--- src/inc/pspg_pkg.sv ---
package pspg_pkg;

  localparam int unsigned CLK_PERIOD_NS = 8;
  // one time-base count is about one nanosecond, so each clock adds the period in counts
  localparam logic [15:0] TB_STEP       = 16'h0008;
  localparam int unsigned DT_STEP_NS    = 4;
  localparam logic [15:0] DT_STEP_MASK  = 16'hFFFC;
  localparam int unsigned DT_MIN_NS     = 16;
  localparam logic [15:0] DT_MIN_VALUE  = 16'h0010;

  localparam logic [15:0] DUTY_MIN      = 16'h0010;
  localparam logic [15:0] DUTY_COARSE_HI = 16'h0040;
  localparam logic [15:0] DUTY_COARSE_MASK = 16'hFFF0;
  localparam logic [15:0] TRIG_MIN      = 16'h0008;

  localparam logic [1:0]  DTM_POSITIVE  = 2'h0;
  localparam logic [1:0]  DTM_NEGATIVE  = 2'h1;
  localparam logic [1:0]  DTM_DISABLED  = 2'h2;

  localparam int unsigned DT_CYC_W      = 14;

  // each dead time rounds up to whole clocks
  function automatic logic [DT_CYC_W-1:0] pspg_dt_cycles(input logic [15:0] value);
    logic [16:0] ns;
    ns = {1'b0, value & DT_STEP_MASK};
    pspg_dt_cycles = DT_CYC_W'((ns + 17'(CLK_PERIOD_NS - 1)) / 17'(CLK_PERIOD_NS));
  endfunction

endpackage

--- src/logic/pspg_dead_time.sv ---
`timescale 1ns/10ps
module pspg_dead_time
(
  input  wire logic                          clk,
  input  wire logic                          sys_rst,
  input  wire logic                          run,
  input  wire logic                          pwm_raw,
  input  wire logic                          dt_enable,
  input  wire logic [pspg_pkg::DT_CYC_W-1:0] dt_rise_cycles,
  input  wire logic [pspg_pkg::DT_CYC_W-1:0] dt_fall_cycles,
  output logic                               high_drive,
  output logic                               low_drive
);

  logic                          prev_q;
  logic [pspg_pkg::DT_CYC_W-1:0] cnt_q;
  logic [pspg_pkg::DT_CYC_W-1:0] delay;

  // rising edge of the raw wave delays the high side, falling edge the low side
  assign delay = pwm_raw ? dt_rise_cycles : dt_fall_cycles;

  always_ff @(posedge clk)
  begin
    if (sys_rst || !run)
    begin
      prev_q     <= 1'b0;
      cnt_q      <= '0;
      high_drive <= 1'b0;
      low_drive  <= 1'b0;
    end
    else
    begin
      prev_q <= pwm_raw;
      if (!dt_enable)
      begin
        high_drive <= pwm_raw;
        low_drive  <= !pwm_raw;
        cnt_q      <= '0;
      end
      else if (pwm_raw != prev_q && delay != '0)
      begin
        // both sides off first: the side turning on waits out the gap
        high_drive <= 1'b0;
        low_drive  <= 1'b0;
        cnt_q      <= delay - 1'b1;
      end
      else if (cnt_q != '0)
      begin
        cnt_q <= cnt_q - 1'b1;
      end
      else
      begin
        high_drive <= pwm_raw;
        low_drive  <= !pwm_raw;
      end
    end
  end

endmodule

--- src/logic/pspg_generator.sv ---
`timescale 1ns/10ps
module pspg_generator
(
  input  wire logic        clk,
  input  wire logic        sys_rst,
  input  wire logic        generator_enable,
  input  wire logic [1:0]  dead_time_mode,
  input  wire logic [15:0] dead_time_value,
  input  wire logic [15:0] alternate_dead_time_value,
  input  wire logic [15:0] master_period,
  input  wire logic [15:0] individual_period,
  input  wire logic        period_select,
  input  wire logic [15:0] master_duty,
  input  wire logic [15:0] individual_duty,
  input  wire logic        duty_select,
  input  wire logic [15:0] individual_trigger_compare,
  input  wire logic [15:0] special_event_compare,
  input  wire logic        trigger_select,
  input  wire logic        adc_trigger_enable,
  input  wire logic        trigger_irq_enable,
  input  wire logic        immediate_update,
  input  wire logic        current_reset_enable,
  input  wire logic        current_limit_in,
  input  wire logic        current_limit_override_enable,
  input  wire logic [1:0]  current_limit_level_bits,
  input  wire logic        fault_in,
  input  wire logic        fault_override_enable,
  input  wire logic [1:0]  fault_level_bits,
  input  wire logic        high_override_enable,
  input  wire logic        low_override_enable,
  input  wire logic [1:0]  override_level_bits,
  input  wire logic        high_pin_ownership,
  input  wire logic        low_pin_ownership,
  input  wire logic [1:0]  port_latch,
  input  wire logic [1:0]  port_direction_out,
  output logic             high_output,
  output logic             high_output_oe,
  output logic             low_output,
  output logic             low_output_oe,
  output logic             adc_trigger,
  output logic             trigger_irq
);

  // ****************************************************************
  // time base and buffered settings
  // ****************************************************************
  logic [15:0] cnt_q;
  logic [15:0] per_q;
  logic [15:0] duty_q;
  logic [15:0] cmp_q;
  logic [15:0] per_d;
  logic [15:0] duty_d;
  logic [15:0] cmp_d;
  logic [16:0] cnt_next;
  logic        period_end;
  logic        cl_reset;
  logic        restart;
  logic        load;
  logic        raw_q;
  logic        raw_prev_q;
  logic        hi_fell_q;

  assign per_d      = period_select ? individual_period : master_period;
  assign duty_d     = duty_select ? individual_duty : master_duty;
  assign cmp_d      = trigger_select ? special_event_compare : individual_trigger_compare;
  assign cnt_next   = {1'b0, cnt_q} + {1'b0, pspg_pkg::TB_STEP};
  assign period_end = cnt_next >= {1'b0, per_q};
  // current reset acts only in independent time base, after the high output fell
  assign cl_reset   = current_reset_enable && period_select && current_limit_in
                      && hi_fell_q;
  assign restart    = period_end || cl_reset;
  // immediate update bypasses the period-boundary buffering
  assign load       = restart || !generator_enable || immediate_update;

  function automatic logic [15:0] duty_effective(input logic [15:0] d, input logic [15:0] p);
    logic coarse;
    coarse = (d > pspg_pkg::DUTY_MIN && d < pspg_pkg::DUTY_COARSE_HI)
             || (d > p - pspg_pkg::DUTY_COARSE_HI && d < p - pspg_pkg::DUTY_MIN);
    if (d < pspg_pkg::DUTY_MIN)
      duty_effective = 16'h0000;
    else if (coarse)
      duty_effective = d & pspg_pkg::DUTY_COARSE_MASK;
    else
      duty_effective = d;
  endfunction

  always_ff @(posedge clk)
  begin
    if (sys_rst || !generator_enable)
      cnt_q <= 16'h0000;
    else if (restart)
      cnt_q <= 16'h0000;
    else
      cnt_q <= cnt_next[15:0];
  end

  always_ff @(posedge clk)
  begin
    if (sys_rst)
    begin
      per_q  <= 16'h0000;
      duty_q <= 16'h0000;
      cmp_q  <= 16'h0000;
    end
    else if (load)
    begin
      per_q  <= per_d;
      duty_q <= duty_effective(duty_d, per_d);
      cmp_q  <= cmp_d;
    end
  end

  always_ff @(posedge clk)
  begin
    if (sys_rst || !generator_enable)
    begin
      raw_q      <= 1'b0;
      raw_prev_q <= 1'b0;
      hi_fell_q  <= 1'b0;
    end
    else
    begin
      raw_q      <= cnt_q < duty_q;
      raw_prev_q <= raw_q;
      if (restart)
        hi_fell_q <= 1'b0;
      else if (raw_prev_q && !raw_q)
        hi_fell_q <= 1'b1;
    end
  end

  // ****************************************************************
  // trigger
  // ****************************************************************
  logic trig_hit;

  // compare values under the minimum never fire
  assign trig_hit = generator_enable && cmp_q >= pspg_pkg::TRIG_MIN
                    && cmp_q >= cnt_q && {1'b0, cmp_q} < cnt_next;

  always_ff @(posedge clk)
  begin
    if (sys_rst)
    begin
      adc_trigger <= 1'b0;
      trigger_irq <= 1'b0;
    end
    else
    begin
      adc_trigger <= trig_hit && adc_trigger_enable;
      trigger_irq <= trig_hit && trigger_irq_enable;
    end
  end

  // ****************************************************************
  // dead time
  // ****************************************************************
  logic [pspg_pkg::DT_CYC_W-1:0] dt_pri_q;
  logic [pspg_pkg::DT_CYC_W-1:0] dt_alt_q;
  logic                          dt_enable;
  logic                          high_drive;
  logic                          low_drive;

  assign dt_enable = dead_time_mode == pspg_pkg::DTM_POSITIVE
                     || dead_time_mode == pspg_pkg::DTM_NEGATIVE;

  // capturing only while stopped keeps a running wave free of mid-gap changes
  always_ff @(posedge clk)
  begin
    if (sys_rst)
    begin
      dt_pri_q <= '0;
      dt_alt_q <= '0;
    end
    else if (!generator_enable)
    begin
      dt_pri_q <= pspg_pkg::pspg_dt_cycles(dead_time_value);
      dt_alt_q <= pspg_pkg::pspg_dt_cycles(alternate_dead_time_value);
    end
  end

  pspg_dead_time u_dead_time
  (
    .clk            (clk),
    .sys_rst        (sys_rst),
    .run            (generator_enable),
    .pwm_raw        (raw_q),
    .dt_enable      (dt_enable),
    .dt_rise_cycles (dt_pri_q),
    .dt_fall_cycles (dt_alt_q),
    .high_drive     (high_drive),
    .low_drive      (low_drive)
  );

  // ****************************************************************
  // pin ownership
  // ****************************************************************
  logic [1:0] pin_d;
  logic [1:0] oe_d;

  always_comb
  begin
    pin_d = {high_drive, low_drive};
    if (high_override_enable)
      pin_d[1] = override_level_bits[1];
    if (low_override_enable)
      pin_d[0] = override_level_bits[0];
    if (current_limit_override_enable && current_limit_in)
      pin_d = current_limit_level_bits;
    if (fault_override_enable && fault_in)
      pin_d = fault_level_bits;
    oe_d = 2'b11;
    if (!high_pin_ownership)
    begin
      pin_d[1] = port_latch[1];
      oe_d[1]  = port_direction_out[1];
    end
    if (!low_pin_ownership)
    begin
      pin_d[0] = port_latch[0];
      oe_d[0]  = port_direction_out[0];
    end
  end

  always_ff @(posedge clk)
  begin
    if (sys_rst)
    begin
      high_output    <= 1'b0;
      low_output     <= 1'b0;
      high_output_oe <= 1'b0;
      low_output_oe  <= 1'b0;
    end
    else
    begin
      high_output    <= pin_d[1];
      low_output     <= pin_d[0];
      high_output_oe <= oe_d[1];
      low_output_oe  <= oe_d[0];
    end
  end
endmodule

--- config.mk ---
export PLATFORM = sky130hd
export DESIGN_NAME = pspg_generator
export DESIGN_NICKNAME = d
export VERILOG_FILES = /design/src/inc/pspg_pkg.sv /design/src/logic/pspg_dead_time.sv /design/src/logic/pspg_generator.sv
export SDC_FILE = /design/constraint.sdc
export NUM_CORES = 1
export LEC_CHECK = 0
export BUFFER_PORTS_ARGS = -buffer_cell sky130_fd_sc_hd__buf_2
export CAP_MARGIN = 20
export CELL_PAD_IN_SITES_DETAIL_PLACEMENT = 1
export CELL_PAD_IN_SITES_GLOBAL_PLACEMENT = 1
export CORE_MARGIN = 4
export CORE_UTILIZATION = 42
export CTS_CLUSTER_DIAMETER = 200
export DETAILED_ROUTE_END_ITERATION = 6
export PLACE_DENSITY = 0.85
export SYNTH_ARGS = -nofsm -noshare
export SYNTH_HDL_FRONTEND = slang
export SYNTH_SLANG_ARGS = --single-unit
--- constraint.sdc ---
create_clock -name clk -period 4 [get_ports clk]
set_clock_uncertainty 0.05 [all_clocks]
set_input_delay 0.2 -clock clk [delete_from_list [all_inputs] [get_ports clk]]
set_output_delay 0.2 -clock clk [all_outputs]
set_load 0.005 [all_outputs]
Word-level counts from Yosys, hierarchy flattened
Cells that the tools add are included.

storage, ports and cells
  bits in registers = 117
  bits in latches = 0
  bits in writable memories = 0
  bits in read-only memories = 0
  word-level logic and storage cells = 89
  memories = 0

operators by class
  $add $sub $neg = 7
  $mul = 0
  div/mod/pow operators = 0
  $lt $le $gt $ge = 10
  equality and inequality tests = 3
  shift-type cells = 0
  mux-type cells = 22
  bitwise gates (word level) = 1
  reduce and logical (&&, ||, !) cells = 28

operator list
  kind                   number
  $mux 16                4
  $mux 14                3
  $add 16x3->17 const B  2
  $lt 16x16->1           2
  $reduce_bool 14->1     2
  $sub 14x1->14 const B  2
  $add 16x4->17 const B  1
  $ge 17x16->1           1
  $lt 16x17->1           1
  $ge 16x16->1           1
  $ge 16x4->1 const B    1
  $gt 16x16->1           1
  $gt 16x5->1 const B    1
  $lt 16x5->1 const B    1
  $lt 16x7->1 const B    1
  $sub 16x5->16 const B  1
  $sub 16x7->16 const B  1
  $logic_and 1x1->1      14
  $mux 1                 12
  $logic_or 1x1->1       6
  $mux 2                 2
  $mux 4                 1
  $reduce_or 2->1        2
  $ne 3x3->1 const B     1
  other kinds (6)        7

Depth between registers and ports, before layout
  word-level depth = 7
  gate-level depth with buffers = 17

Hierarchy
From an unflattened synthesis, not the netlist that was laid out.

unflattened totals
  cell total of the unflattened synthesis = 997
  area, all modules = 8435.6 um^2

modules (own cells, without submodules)
  module          times used  cells an instance  area an instance (um^2)  sequential area each (um^2)
  pspg_generator  1           820                6957.9                   1961.9
  pspg_dead_time  1           177                1477.7                   340.3

Worst setup path after synthesis
Ideal clock, no wire load.

  path kind = flip-flop to flip-flop
  from = register cnt_q[3]
  to = register cmp_q[10]
  library setup time = 0.086 ns
  arrival time = 3.188 ns
  setup slack = 0.676 ns
  cell stages (with the launch flop) = 17
  clock period less this slack = 3.324 ns
  path through = dfxtp_1 -> ha_1 -> nand2_1 -> nor4_1 -> nand2_1 -> xnor2_1 -> inv_1 -> ha_1 -> nand2_1 -> nor2_1 -> a2111oi_0 -> a31oi_1 -> or3_1 -> buf_2 -> buf_4 -> buf_2 -> a211oi_1

between the ends
  cells in the longest elaborated chain, start to end = 5

RTL lines
  what                            line                   text
  from (decl)                     pspg_generator.sv:47   logic [15:0] cnt_q;
  from (signal assigned)          pspg_generator.sv:94   cnt_q <= cnt_next[15:0];
  $add 16x4->17                   pspg_generator.sv:66   assign cnt_next = {1'b0, cnt_q} + {1'b0, pspg_pkg::TB_STEP};
  via cnt_next[11]                pspg_generator.sv:54   logic [16:0] cnt_next;
  $ge 17x16->1                    pspg_generator.sv:67   assign period_end = cnt_next >= {1'b0, per_q};
  $logic_or 1x1->1                pspg_generator.sv:71   assign restart = period_end || cl_reset;
  $logic_or 1x1->1 (2 in series)  pspg_generator.sv:73   assign load = restart || !generator_enable || immediate_update;
  to (signal assigned)            pspg_generator.sv:109  cmp_q <= cmp_d;
  to (decl)                       pspg_generator.sv:50   logic [15:0] cmp_q;

The timed path passes the listed nets, and every way through them passes these cells.
A chain may end at the register's enable or synchronous reset.

Worst setup path in the final report
  from = register cnt_q[3]
  to = register duty_q[1]

between the ends
  cells in the longest elaborated chain, start to end = 5

RTL lines
  what                            line                   text
  $add 16x4->17                   pspg_generator.sv:66
  via cnt_next[11]                pspg_generator.sv:54
  $ge 17x16->1                    pspg_generator.sv:67
  $logic_or 1x1->1                pspg_generator.sv:71
  $logic_or 1x1->1 (2 in series)  pspg_generator.sv:73
  to (signal assigned)            pspg_generator.sv:108  duty_q <= duty_effective(duty_d, per_d);
  to (decl)                       pspg_generator.sv:49   logic [15:0] duty_q;

The timed path passes the listed nets, and every way through them passes these cells.

==> results by group <==
Clock network
  • CTS max path bufs: 2
  • CTS tree: done
  • Worst-Skew Late Latency: 430 ps
  • Num CTS Buffers: 17
  • Clk root buf: clkbuf_16
  • Total setup buffers inserted after CTS: 0
  • H-tree Lvls: 4
  • Sink Count: 114
  • Reg clk slew, reported paths: around 60 ps

Power and ir drop
  • Sw Share: 0.318
  • Peak VDD IR: 215 uV
  • Sequential share of power: 0.333
  • Switching pwr: 1.23 mW
  • Logic pwr share: 0.251
  • Power Density: 395 nW/um^2
  • Internal Pwr Total: 2.64 mW
  • Power share of the clock group: 0.416
  • Lkg Pwr: 4.51 nW

Layout
  • Final Cell Area: between 9000 and 10000 um^2
  • Ant diodes: 0
  • Nets: 1367
  • Area grow syn2layout: 22.3%
  • Share of cells above drive strength 1: 0.220

Yosys
  • Synth warn: 0
  • Seq/Total Area, Yosys: 0.285
  • Cell variety after synth: 67
  • Asr flop ratio synth: 0
  • Leading area contributor after synthesis: dfxtp_1
  • Top FF cell, synth: dfxtp_1
  • Synth cell count leaders: 158 x nor2_1, 114 x dfxtp_1, 88 x ha_1, 69 x inv_1, 59 x mux2i_1
  • Synth Register Bits: 114
  • Syn avg cell area: 8.40 um^2
  • Top cell type's share of synthesized area: 0.285
  • Post-synthesis cell count: 953
  • Post-Synthesis Cell Area: 8010 um^2
  • Area contributors post-synth: dfxtp_1 28%, ha_1 14%, nor2_1 7.4%
  • Post-synth EDFFs: 0
  • Most common cell in the netlist: nor2_1
  • Net count of the mapped netlist: about 1200

Floorplan
  • Die H: 146 um
  • Die ar.: 21300 um^2
  • Num rows: 50
  • Num ports: 164
  • Die width: 146 um
  • Initial Util: 0.428
  • Core Region: about 19000 um^2

Detailed routing
  • WL final: 24600 um
  • Final ANT Viol Nets: 0
  • Wirelength per Cell: between 15 and 20 um
  • Starting DRC count in detailed routing: 272
  • Drt first pass iters: 4
  • Routed vias/inst: 5.56
  • DRC: 0
  • Vias: between 7000 and 8000

STA
  • Tcrit/Tclk final: 0.958
  • Hold Fails Final Rpt: 0
  • Final slew viol count: 0
  • Max frequency: between 200 and 300 MHz
  • Setup TNS after final layout: 0 ps
  • Slew headroom: 0.560
  • Unrepaired setup endpoints after global routing: no
  • Worst-Margin Slew: 642 ps
  • Setup violators final: 0
  • Min cycle time layout: 3830 ps

Worst setup path
  • CP Cell Sequence: ha_1 > nand2_1 > nor4_1 > buf_4 > nand2_1 > xnor2_1 > inv_1 > ha_1 > nand4_1 > nor2_1 > o31ai_1 > a31oi_1 > nor3_1 > buf_4 > a2111oi_2 > a22o_1
  • Crit-path max cell delay: 500 ps
  • CP top delay family: compound AO/OA/AOI/OAI gates
  • Worst EP arrival: about 4200 ps
  • Crit. End Element: flip-flop
  • WP data required: around 4300 ps
  • CP Launch Type: flip-flop
  • Buffers and inverters on the worst path: 3
  • Critical path class: reg -> reg
  • CP Max Fanout: 6
  • Critical-path top delay cell: a2111oi_2

GRT
  • Gr ovfl total: 0
  • Maximum number of pins on one net before global-route repair: 55
  • Tot GR Track Use: 0.227
  • Vias in the first global route: 8269
  • Global-route wire length before repair: 40200 um
  • Initial antenna violation count: 0

Worst hold path
  • Min-delay worst type: in -> reg

Outcome
  • Status: finished, final reports clean

Placement
  • Placed Area: between 9000 and 10000 um^2
  • Gp weighted congestion: just over 0.8
  • Final HPWL DP: between 15000 and 20000 um
  • Port-buffer cells: 158

Run
  • Max Cap Violations: 0
-- layout make-up --
type / count / area [um^2]
tap: 234 / 293
sequential: 114 / 2280
timing repair buffer: 193 / 1090
multi-input combinational: 726 / 5260
clock inverter: 15 / 195
fill: 2293 / 8910
inverter: 69 / 259
clock buffer: 17 / 425
-- path summary, 6_finish.rpt --
kind         slack [ps]  depth (start not counted)                            endpoint                          startpoint
max                 170                         16              duty_q[1]$_SDFFE_PP0P_                 cnt_q[3]$_SDFF_PP0_
min                  20                          3               low_output$_SDFF_PP0_                       port_latch[0]
max reg2reg         170                         16              duty_q[1]$_SDFFE_PP0P_                 cnt_q[3]$_SDFF_PP0_
min reg2reg         420                          2  u_dead_time.low_drive$_SDFFE_PP0P_  u_dead_time.low_drive$_SDFFE_PP0P_
-- flip-flops by register name (all words and copies together) (netlist names), 13 cells and up --
name,count
duty_q,16
cmp_q,16
dt_pri_q,14
per_q,16
u_dead_time.cnt_q,14
cnt_q,13
dt_alt_q,14
-- timing repair --
| item | in CTS | in global routing |
|---|---|---|
| endpoints found under the hold margin | 6 | 0 |
| endpoints found under the setup margin | 8 | 2 |
| hold buffers | 8 | 0 |
| cloned | 0 | 0 |
| resized for setup | 3 | 2 |
-- routing by layer --
| metal | wire (um) | GRT usage | vias to the layer above |
|---|---|---|---|
| li1 | - | - | 3745 |
| met1 | 11100 | 0.279 | 3653 |
| met2 | 12100 | 0.404 | 171 |
| met3 | 921 | 0.0410 | 35 |
| met4 | 522 | 0.0696 | 0 |
| met5 | 0 | 0 | - |
-- power groups by stage --
stage | Combinational, mW | Sequential [mW] | Clock, mW
final | 0.973 | 1.29 | 1.61
after global routing | 1.08 | 1.30 | 1.68
after CTS | 0.973 | 1.29 | 1.63
after detailed placement | 0.936 | 1.31 | 0
after global placement | 0.886 | 1.30 | 0
after floorplan | 0.669 | 1.28 | 0
-- worst min-delay path: stages --
cell	delay (ps)
buf_2	100
nor2_1	80
a211oi_1	50
-- layout by cell type (no fill, tap or decap), types with 7 or more instances in the layout --
cell and instances:
a211oi_1 50, a21o_1 9, a21oi_1 54, and3_1 8, buf_2 158, buf_4 26
clkbuf_16 17, dfxtp_1 113, dlygate4sd3_1 8, ha_1 88, inv_1 69, inv_6 7
mux2_2 12, mux2i_1 59, nand2_1 25, nand3_1 24, nand4_1 20, nor2_1 158
nor2b_1 11, nor3_1 15, nor4_1 11, o21ai_0 17, xnor2_1 32, xor2_1 33
-- through the flow --
stage | cells | util | power [mW] | setup slack (ps) | hold WS [ps]
floorplan | 953 | - | 1.95 | 676 | 246
global placement | 1328 | 0.485 | 2.19 | 174 | 356
detailed placement | 1328 | 0.485 | 2.24 | 48.2 | 370
CTS | 1368 | 0.523 | 3.89 | 117 | 1.76
global route | 1368 | 0.524 | 4.06 | 2.17 | 14.9
finish | 1368 | 0.524 | 3.87 | 169 | 15.3
-- kinds of logic after synthesis --
family,count (synthesis),synth area share
simple gates,315,0.192
compound gates,187,0.163
xor+xnor,65,0.0711
flops,114,0.285
buf+inv,113,0.0609
fa+ha+maj,88,0.137
mux,71,0.0906
(Power assumes the default switching activity.)
